**src/wwd_regs.vh**
```
// Purpose: Register map, field positions, reset values and timing counts
//          of the window watchdog.
// Assumes: 32-bit AXI4-Lite data, one register per aligned word.
// Notes:   Included by every design file of the watchdog.
`ifndef WWD_REGS_VH
`define WWD_REGS_VH

// =====================================================================
// Register offsets
// =====================================================================
`define WWD_OFS_CTRL 8'h00
`define WWD_OFS_RELOAD 8'h04
`define WWD_OFS_WINDOW 8'h08
`define WWD_OFS_COUNT 8'h0c
`define WWD_OFS_IRQ_STAT 8'h10
`define WWD_OFS_IRQ_MASK 8'h14
`define WWD_OFS_STATUS 8'h18

// =====================================================================
// Fields
// =====================================================================
`define WWD_CTRL_SRC_WU 0
`define WWD_CTRL_DIV_SHORT 1
`define WWD_EV_OVERFLOW 0
`define WWD_EV_WIN_FAULT 1
`define WWD_EV_SERVICE 2
`define WWD_EV_W 3
`define WWD_STATUS_RUN 0

// =====================================================================
// Reset values
// =====================================================================
// Wake-up clock, divide by 256, reload 0xff00: 256 ticks of 512 us
`define WWD_RST_CTRL 2'h3
`define WWD_RST_RELOAD 16'hff00
`define WWD_RST_WINDOW 16'h0000
`define WWD_RST_MASK 3'h0

// =====================================================================
// Timing
// =====================================================================
`define WWD_DIV_LONG 16384
`define WWD_DIV_SHORT 256
`define WWD_CNT_W 16
`define WWD_DEF_INTERVAL_US 130000
`define WWD_WU_FREQ_KHZ 500
// Wake-up ticks in the default interval, 65000
`define WWD_DEF_WU_TICKS (`WWD_DEF_INTERVAL_US * `WWD_WU_FREQ_KHZ / 1000)

`define WWD_RESP_OKAY 2'b00
`define WWD_RESP_SLVERR 2'b10

`endif

```
**src/wwd_prescaler.v**
```verilog
// Purpose: Divides the selected source ticks by one of two ratios.
// Assumes: i_src_tick is a one-cycle pulse per source clock period.
// Notes:   i_restart clears the phase so a valid service or overflow reload starts a full period.
`timescale 1ns/1ps
`include "wwd_regs.vh"

module wwd_prescaler #(
    parameter integer DIV_LONG = `WWD_DIV_LONG,
    parameter integer DIV_SHORT = `WWD_DIV_SHORT
) (
    input wire i_clk,
    input wire i_rstn,
    input wire i_ce,
    input wire i_run,
    input wire i_restart,
    input wire i_src_tick,
    input wire i_div_short,
    output reg o_tick
);
    reg [13:0] cnt_q;
    wire [13:0] last;

    assign last = i_div_short ? DIV_SHORT[13:0] - 14'h0001 :
                  DIV_LONG[13:0] - 14'h0001;

    // =================================================================
    // Divider
    // =================================================================
    always @(posedge i_clk) begin
        if (!i_rstn) begin
            cnt_q <= 14'h0000;
            o_tick <= 1'b0;
        end else if (i_ce) begin
            o_tick <= 1'b0;
            if (i_restart || !i_run) begin
                cnt_q <= 14'h0000;
            end else if (i_src_tick) begin
                // >= so a ratio switch mid-period cannot overrun
                if (cnt_q >= last) begin
                    cnt_q <= 14'h0000;
                    o_tick <= 1'b1;
                end else begin
                    cnt_q <= cnt_q + 14'h0001;
                end
            end
        end
    end
endmodule // wwd_prescaler

```
**src/wwd_top.v**
```verilog
// Purpose: Window watchdog with AXI4-Lite registers and reset request.
// Assumes: All inputs synchronous to I_CLK_SYS; I_WU_CLK is a slow
//          wake-up clock level, sampled here.
// Notes:   Instruction strobes are one-cycle pulses from the core.
// Function
// - Comes up enabled and counting after reset
// - Disable and enable instructions stop and resume
// - Overflow without service raises reset request
// - Service inside forbidden window raises reset request
// - 16-bit counter, selectable source, divide 16384/256
// - Valid service loads the reload value
// - Power-up setup gives 0.13 s at 500 kHz
`timescale 1ns/1ps
`include "wwd_regs.vh"

module wwd_top #(
    parameter integer CNT_W = `WWD_CNT_W,
    parameter integer DIV_LONG = `WWD_DIV_LONG,
    parameter integer DIV_SHORT = `WWD_DIV_SHORT
) (
    input wire I_CLK_SYS,
    input wire I_RSTN,
    input wire I_CE,
    input wire I_WU_CLK,
    input wire I_GUARD_TIMER_OFF_INSTR,
    input wire I_GUARD_TIMER_ON_INSTR,
    input wire I_SERVICE_INSTR,
    input wire [7:0] I_AWADDR,
    input wire I_AWVALID,
    output reg O_AWREADY,
    input wire [31:0] I_WDATA,
    input wire [3:0] I_WSTRB,
    input wire I_WVALID,
    output reg O_WREADY,
    output reg [1:0] O_BRESP,
    output reg O_BVALID,
    input wire I_BREADY,
    input wire [7:0] I_ARADDR,
    input wire I_ARVALID,
    output reg O_ARREADY,
    output reg [31:0] O_RDATA,
    output reg [1:0] O_RRESP,
    output reg O_RVALID,
    input wire I_RREADY,
    output reg O_RST_REQ,
    output reg O_IRQ
);
    // =================================================================
    // Functions
    // =================================================================
    function mapped;
        input [7:0] a;
        begin
            case (a)
                `WWD_OFS_CTRL, `WWD_OFS_RELOAD, `WWD_OFS_WINDOW,
                `WWD_OFS_COUNT, `WWD_OFS_IRQ_STAT, `WWD_OFS_IRQ_MASK,
                `WWD_OFS_STATUS: mapped = 1'b1;
                default: mapped = 1'b0;
            endcase
        end
    endfunction

    // Byte-lane merge for the 16-bit fields
    function [15:0] merge16;
        input [15:0] old;
        input [31:0] data;
        input [3:0] strb;
        begin
            merge16[7:0] = strb[0] ? data[7:0] : old[7:0];
            merge16[15:8] = strb[1] ? data[15:8] : old[15:8];
        end
    endfunction

    // =================================================================
    // Registers
    // =================================================================
    reg [1:0] ctrl_q;
    reg [15:0] reload_q;
    reg [15:0] window_q;
    reg [`WWD_EV_W-1:0] irq_stat_q;
    reg [`WWD_EV_W-1:0] irq_mask_q;
    reg run_q;
    reg [CNT_W-1:0] cnt_q;
    reg wu_q;

    reg aw_got_q;
    reg w_got_q;
    reg [7:0] awaddr_q;
    reg [31:0] wdata_q;
    reg [3:0] wstrb_q;

    wire src_tick;
    wire div_tick;
    wire svc;
    wire svc_fault;
    wire svc_ok;
    wire ovf;
    wire wr_fire;
    wire [CNT_W-1:0] reload_w;
    wire [`WWD_EV_W-1:0] ev_set;
    wire [`WWD_EV_W-1:0] ev_clr;
    wire [`WWD_EV_W-1:0] irq_stat_d;

    // =================================================================
    // Clock source selection
    // =================================================================
    // Wake-up clock is slow and level-sampled; its rising edge is a tick
    assign src_tick = ctrl_q[`WWD_CTRL_SRC_WU] ? (I_WU_CLK && !wu_q) :
                      1'b1;

    always @(posedge I_CLK_SYS) begin
        if (!I_RSTN) begin
            wu_q <= 1'b0;
        end else if (I_CE) begin
            wu_q <= I_WU_CLK;
        end
    end

    wwd_prescaler #(
        .DIV_LONG(DIV_LONG),
        .DIV_SHORT(DIV_SHORT)
    ) u_presc (
        .i_clk(I_CLK_SYS),
        .i_rstn(I_RSTN),
        .i_ce(I_CE),
        .i_run(run_q),
        .i_restart(svc_ok || ovf),
        .i_src_tick(src_tick),
        .i_div_short(ctrl_q[`WWD_CTRL_DIV_SHORT]),
        .o_tick(div_tick)
    );

    // =================================================================
    // Enable control
    // =================================================================
    always @(posedge I_CLK_SYS) begin
        if (!I_RSTN) begin
            run_q <= 1'b1;
        end else if (I_CE) begin
            // Disable wins if both arrive together: fail towards quiet
            if (I_GUARD_TIMER_OFF_INSTR) begin
                run_q <= 1'b0;
            end else if (I_GUARD_TIMER_ON_INSTR) begin
                run_q <= 1'b1;
            end
        end
    end

    // =================================================================
    // Counter, service and window check
    // =================================================================
    // Service is only meaningful while running; ignored when stopped
    assign svc = I_SERVICE_INSTR && run_q;
    assign svc_fault = svc && (cnt_q < window_q[CNT_W-1:0]);
    assign svc_ok = svc && !svc_fault;
    assign ovf = run_q && div_tick && (&cnt_q);
    assign reload_w = reload_q[CNT_W-1:0];

    always @(posedge I_CLK_SYS) begin
        if (!I_RSTN) begin
            cnt_q <= `WWD_RST_RELOAD;
        end else if (I_CE) begin
            if (svc_ok || ovf || svc_fault) begin
                cnt_q <= reload_w;
            end else if (run_q && div_tick) begin
                cnt_q <= cnt_q + {{(CNT_W-1){1'b0}}, 1'b1};
            end
        end
    end

    always @(posedge I_CLK_SYS) begin
        if (!I_RSTN) begin
            O_RST_REQ <= 1'b0;
        end else if (I_CE) begin
            O_RST_REQ <= ovf || svc_fault;
        end
    end

    // =================================================================
    // Interrupt status, set wins over write-one-to-clear
    // =================================================================
    assign ev_set = {svc_ok, svc_fault, ovf};
    assign ev_clr = (wr_fire && awaddr_q == `WWD_OFS_IRQ_STAT &&
                     wstrb_q[0]) ? wdata_q[`WWD_EV_W-1:0] :
                    {`WWD_EV_W{1'b0}};
    assign irq_stat_d = (irq_stat_q & ~ev_clr) | ev_set;

    always @(posedge I_CLK_SYS) begin
        if (!I_RSTN) begin
            irq_stat_q <= {`WWD_EV_W{1'b0}};
            O_IRQ <= 1'b0;
        end else if (I_CE) begin
            irq_stat_q <= irq_stat_d;
            O_IRQ <= |(irq_stat_d & irq_mask_q);
        end
    end

    // =================================================================
    // AXI4-Lite write channel
    // =================================================================
    // Address and data are latched independently; response after both
    assign wr_fire = aw_got_q && w_got_q && !O_BVALID;

    always @(posedge I_CLK_SYS) begin
        if (!I_RSTN) begin
            aw_got_q <= 1'b0;
            w_got_q <= 1'b0;
            awaddr_q <= 8'h00;
            wdata_q <= 32'h0000_0000;
            wstrb_q <= 4'h0;
            O_AWREADY <= 1'b0;
            O_WREADY <= 1'b0;
            O_BVALID <= 1'b0;
            O_BRESP <= `WWD_RESP_OKAY;
        end else if (I_CE) begin
            O_AWREADY <= 1'b0;
            O_WREADY <= 1'b0;
            if (I_AWVALID && !aw_got_q && !O_AWREADY) begin
                O_AWREADY <= 1'b1;
            end
            if (I_AWVALID && O_AWREADY) begin
                aw_got_q <= 1'b1;
                awaddr_q <= {I_AWADDR[7:2], 2'b00};
            end
            if (I_WVALID && !w_got_q && !O_WREADY) begin
                O_WREADY <= 1'b1;
            end
            if (I_WVALID && O_WREADY) begin
                w_got_q <= 1'b1;
                wdata_q <= I_WDATA;
                wstrb_q <= I_WSTRB;
            end
            if (wr_fire) begin
                O_BVALID <= 1'b1;
                O_BRESP <= mapped(awaddr_q) ? `WWD_RESP_OKAY :
                           `WWD_RESP_SLVERR;
                aw_got_q <= 1'b0;
                w_got_q <= 1'b0;
            end
            if (O_BVALID && I_BREADY) begin
                O_BVALID <= 1'b0;
            end
        end
    end

    always @(posedge I_CLK_SYS) begin
        if (!I_RSTN) begin
            ctrl_q <= `WWD_RST_CTRL;
            reload_q <= `WWD_RST_RELOAD;
            window_q <= `WWD_RST_WINDOW;
            irq_mask_q <= `WWD_RST_MASK;
        end else if (I_CE && wr_fire) begin
            case (awaddr_q)
                `WWD_OFS_CTRL: begin
                    if (wstrb_q[0]) begin
                        ctrl_q <= wdata_q[1:0];
                    end
                end
                `WWD_OFS_RELOAD: begin
                    reload_q <= merge16(reload_q, wdata_q, wstrb_q);
                end
                `WWD_OFS_WINDOW: begin
                    window_q <= merge16(window_q, wdata_q, wstrb_q);
                end
                `WWD_OFS_IRQ_MASK: begin
                    if (wstrb_q[0]) begin
                        irq_mask_q <= wdata_q[`WWD_EV_W-1:0];
                    end
                end
                default: begin
                    ctrl_q <= ctrl_q;
                end
            endcase
        end
    end

    // =================================================================
    // AXI4-Lite read channel
    // =================================================================
    reg [31:0] rd_mux;

    always @* begin
        rd_mux = 32'h0000_0000;
        case ({I_ARADDR[7:2], 2'b00})
            `WWD_OFS_CTRL: rd_mux[1:0] = ctrl_q;
            `WWD_OFS_RELOAD: rd_mux[15:0] = reload_q;
            `WWD_OFS_WINDOW: rd_mux[15:0] = window_q;
            `WWD_OFS_COUNT: rd_mux[CNT_W-1:0] = cnt_q;
            `WWD_OFS_IRQ_STAT: rd_mux[`WWD_EV_W-1:0] = irq_stat_q;
            `WWD_OFS_IRQ_MASK: rd_mux[`WWD_EV_W-1:0] = irq_mask_q;
            `WWD_OFS_STATUS: rd_mux[`WWD_STATUS_RUN] = run_q;
            default: rd_mux = 32'h0000_0000;
        endcase
    end

    always @(posedge I_CLK_SYS) begin
        if (!I_RSTN) begin
            O_ARREADY <= 1'b0;
            O_RVALID <= 1'b0;
            O_RDATA <= 32'h0000_0000;
            O_RRESP <= `WWD_RESP_OKAY;
        end else if (I_CE) begin
            O_ARREADY <= 1'b0;
            if (I_ARVALID && !O_ARREADY && !O_RVALID) begin
                O_ARREADY <= 1'b1;
            end
            if (I_ARVALID && O_ARREADY) begin
                O_RVALID <= 1'b1;
                O_RDATA <= rd_mux;
                O_RRESP <= mapped({I_ARADDR[7:2], 2'b00}) ?
                           `WWD_RESP_OKAY : `WWD_RESP_SLVERR;
            end
            if (O_RVALID && I_RREADY) begin
                O_RVALID <= 1'b0;
            end
        end
    end
endmodule // wwd_top

```
**config.mk**
```make
export PLATFORM = sky130hd
export DESIGN_NAME = wwd_top
export DESIGN_NICKNAME = d
export VERILOG_FILES = /design/src/wwd_prescaler.v /design/src/wwd_top.v
export VERILOG_INCLUDE_DIRS = /design/src
export SDC_FILE = /design/constraint.sdc
export NUM_CORES = 1
export LEC_CHECK = 0
export BUFFER_PORTS_ARGS = -buffer_cell sky130_fd_sc_hd__clkbuf_2
export CORE_MARGIN = 4
export CORE_UTILIZATION = 40
export DETAILED_ROUTE_END_ITERATION = 10
export GPL_ROUTABILITY_DRIVEN = 0
export SLEW_MARGIN = 0
export SYNTH_ARGS = -nofsm -noshare
export SYNTH_HDL_FRONTEND = slang
export SYNTH_SLANG_ARGS = --single-unit
export TNS_END_PERCENT = 20
```
**constraint.sdc**
```tcl
create_clock -name I_CLK_SYS -period 2.8 [get_ports I_CLK_SYS]
set_clock_uncertainty 0.15 [all_clocks]
set_input_delay 0.84 -clock I_CLK_SYS [delete_from_list [all_inputs] [get_ports I_CLK_SYS]]
set_output_delay 0.84 -clock I_CLK_SYS [all_outputs]
set_load 0.01 [all_outputs]
```
==> results.py <==
metrics = {
    "run_status": {
        "status": "finished clean",
    },
    "sta": {
        "post-route-period-util_pct": 88.51,
        "slew_headroom_pct": 18.99,
        "rsz0062_at_grt": "no",
        "tns_ps": 0,
        "fmax_ghz": 0.4035,
        "fin_crit_ps": 2478,
        "tightest_slew_ps": 1213,
        "setup_slack_ps": 321.8,
        "final_hold_viol_count": 0,
        "setup_viol": 0,
        "hold_slack_ps": 324.7,
        "slew_violations": 0,
    },
    "placed_design": {
        "pre_cts_ws_ps": 81.59,
        "dp_hpwl_um": 11690,
        "numPortBuffers": 66,
        "place_area_sq_um": 7025,
    },
    "cts": {
        "tritoncts": "done",
        "cts_buffers": 17,
        "cts.sinks": 124,
        "path_clk_slew_ps": 60,
        "cts-hold-fix-buffers": 0,
        "htreeDepth": 4,
        "cts_resized": 0,
        "cts_setup_buffers": 0,
        "clock_latency_ps": 420,
        "clockRootBuffer": "clkbuf_16",
        "clockBufferDepth": 2,
    },
    "setup_path": {
        "crit_family": "simple AND/OR/NAND/NOR gates",
        "startpoint_type": "register",
        "crit_arrival_ps": 2670,
        "cp-end-kind": "register",
        "crit_path_max_incr_delay_ps": 520,
        "critPathMaxFanout": 9,
        "path_class": "reg2reg",
        "worstPathCellList": "ha_1, and4_1, nand2_1, o2bb2ai_1, nor3_1, o21ai_0, a41oi_1",
        "cp.required_ps": 2990,
        "crit_buf_inv": 0,
        "cp_slowest_cell": "nor3_1",
    },
    "grt": {
        "grt_pass1_wl_um": 26920,
        "grt_max_degree": 84,
        "antenna_found_initial": 0,
        "grt_pass1_vias": 5201,
        "overflow": 0,
        "grt_usage_pct": 18.44,
    },
    "power": {
        "p_clk_share_pct": 51.4,
        "intPower_mw": 3.260,
        "powerDensity_nw_per_um2": 565.4,
        "p_leak_nw": 3.261,
        "combPwrFrac_pct": 6.7,
        "p_seq_share_pct": 41.9,
        "p_sw_share_pct": 24.36,
        "p_sw_mw": 1.050,
        "peakVddDrop_mv": 0.4361,
    },
    "final_layout": {
        "area.sequential_sq_um": 2482,
        "fillers": 1599,
        "area_delta_synth_final_pct": 17.91,
        "final_area_sq_um": 7621,
        "drive_gt1_share_pct": 19.09,
        "nets": 912,
        "n_antenna_cell": 0,
        "final_core_util_pct": 47.98,
        "multi_input_area_sq_um": 3633,
    },
    "route": {
        "post_drt_via_cell_ratio": 5.360,
        "antenna_left": 0,
        "dr_total_vias": 5649,
        "drtIter0Drc": 268,
        "drc_errors": 0,
        "dr.pass1.iters": 5,
        "wl_per_cell_um": 15.68,
        "drt-total-wl_um": 16530,
    },
    "yosys": {
        "syn_area_per_cell_sq_um": 8.561,
        "synth_top_family_by_area": "simple AND/OR/NAND/NOR gates",
        "synth_simple_gate_area_share_pct": 21.56,
        "synthMuxAreaShare_pct": 12.49,
        "synth-main-ff-cell": "dfxtp_1",
        "yosys_warnings": 0,
        "synth_seq_area_share_pct": 38.40,
        "yosys.area_share.xor_xnor_pct": 0.1355,
        "async_reset_ff_share_pct": 0,
        "synth_edf_count": 0,
        "synth-seq-cells": 124,
        "mappedNetlistArea_sq_um": 6464,
        "synthAdderAreaFrac_pct": 4.452,
        "synth_cell_types": 72,
        "netlist_instances": 755,
        "synth_compound_area_share_pct": 16.53,
    },
    "floorplanning": {
        "die_area_sq_um": 18260,
        "start_util_pct": 40.69,
        "fp.dieH_um": 135.1,
        "row_count": 46,
        "die_w_um": 135.1,
        "core_area_sq_um": 15890,
        "ios": 107,
    },
    "worst_hold_path": {
        "hold_class": "reg2reg",
    },
    "job": {
        "cap_violations": 0,
    },
}
-- worst paths after layout --
path	from	to	slack, ps	cells past startpoint
max	cnt_q[10]$_SDFFE_PN1P_	O_IRQ$_SDFFE_PN0P_	320	7
min	u_presc.cnt_q[13]$_SDFFE_PN0P_	u_presc.cnt_q[13]$_SDFFE_PN0P_	320	1
max reg2reg	cnt_q[10]$_SDFFE_PN1P_	O_IRQ$_SDFFE_PN0P_	320	7
min reg2reg	u_presc.cnt_q[13]$_SDFFE_PN0P_	u_presc.cnt_q[13]$_SDFFE_PN0P_	320	1
-- power by group through the flow --
stage | sequential (mW) | combinational, mW | clock, mW
CTS | 1.80 | 0.290 | 2.25
detailed placement | 1.84 | 0.288 | 0
floorplan | 1.84 | 0.206 | 0
global placement | 1.84 | 0.289 | 0
finish | 1.80 | 0.288 | 2.22
global route | 1.81 | 0.318 | 2.32
-- final cells by class --
| type | count | share of cell area (%) |
|---|---|---|
| clock buffers | 20 | 5.992 |
| clock inverters | 12 | 1.822 |
| inverters | 23 | 1.133 |
| multi-input cells | 565 | 47.68 |
| flip-flops and latches | 124 | 32.57 |
| well taps | 216 | 3.546 |
| repair buffers | 94 | 7.257 |
-- cells in the mapped netlist, drive strengths merged, types with 2 or more instances --
cell	number	area share (%)
a211oi	2	0.23
a21boi	3	0.35
a21o	6	0.70
a21oi	54	4.2
a22oi	17	2.0
a31oi	27	2.6
and2	3	0.29
and3	11	1.1
and4	4	0.58
buf	35	3.6
clkbuf	25	1.5
dfxtp	124	38
ha	23	4.5
inv	23	1.3
mux2	16	2.8
mux2i	60	9.3
nand2	84	4.9
nand2b	2	0.31
nand3	40	3.2
nand3b	3	0.35
nand4	6	0.81
nand4b	6	0.81
nand4bb	2	0.35
nor2	96	5.7
nor2b	3	0.29
nor3	10	0.85
nor3b	4	0.46
nor4	6	1.1
o211ai	4	0.54
o21a	4	0.46
o21ai	20	1.8
o22ai	6	0.58
o31ai	2	0.23
o32a	2	0.31
or2	2	0.19
or3	2	0.19
-- cells in the final DEF, fill, tap and decap left out, drive strengths merged, types with 3 or more instances in the layout --
master,count
dfxtp,124
nor2,96
clkbuf,86
nand2,84
mux2i,60
a21oi,54
nand3,40
buf,28
a31oi,27
inv,25
ha,23
o21ai,20
conb,18
a22oi,17
mux2,16
and3,11
nor3,10
nand4b,6
a21o,6
o22ai,6
nand4,6
nor4,6
clkinv,5
o21a,4
nor3b,4
and4,4
o211ai,4
nor2b,3
a21boi,3
nand3b,3
clkinvlp,3
and2,3
-- cells by family after synthesis --
logic type | Yosys count
AO/OA/AOI/OAI | 161
flip-flops | 124
multiplexers | 77
XOR/XNOR | 1
buffers and inverters | 83
other | 1
adder cells (fa/ha/maj) | 23
AND/OR/NAND/NOR | 285
-- flip-flops by register name, indices dropped and copies added (netlist names), 2 cells and up --
name,flops
window_q,16
wdata_q,16
awaddr_q,6
u_presc.cnt_q,14
reload_q,16
irq_stat_q,3
ctrl_q,2
O_RDATA,16
irq_mask_q,3
cnt_q,16
wstrb_q,2
-- through the flow --
stage / power (mW) / instances
after global routing: 4.447 / 1054
after floorplan: 2.048 / 772
final: 4.309 / 1054
after CTS: 4.343 / 1054
after detailed placement: 2.131 / 1022
after global placement: 2.131 / 1022
-- routing by layer --
| layer | up-vias | track usage, % | wire (um) |
|---|---|---|---|
| met1 | 2702 | 25.34 | 7886 |
| met2 | 114 | 28.46 | 7619 |
| met4 | 0 | 6.999 | 308 |
| met5 | - | 0 | 0 |
| li1 | 2813 | - | - |
| met3 | 20 | 3.949 | 715 |
Power figures use the tool's default switching activity.
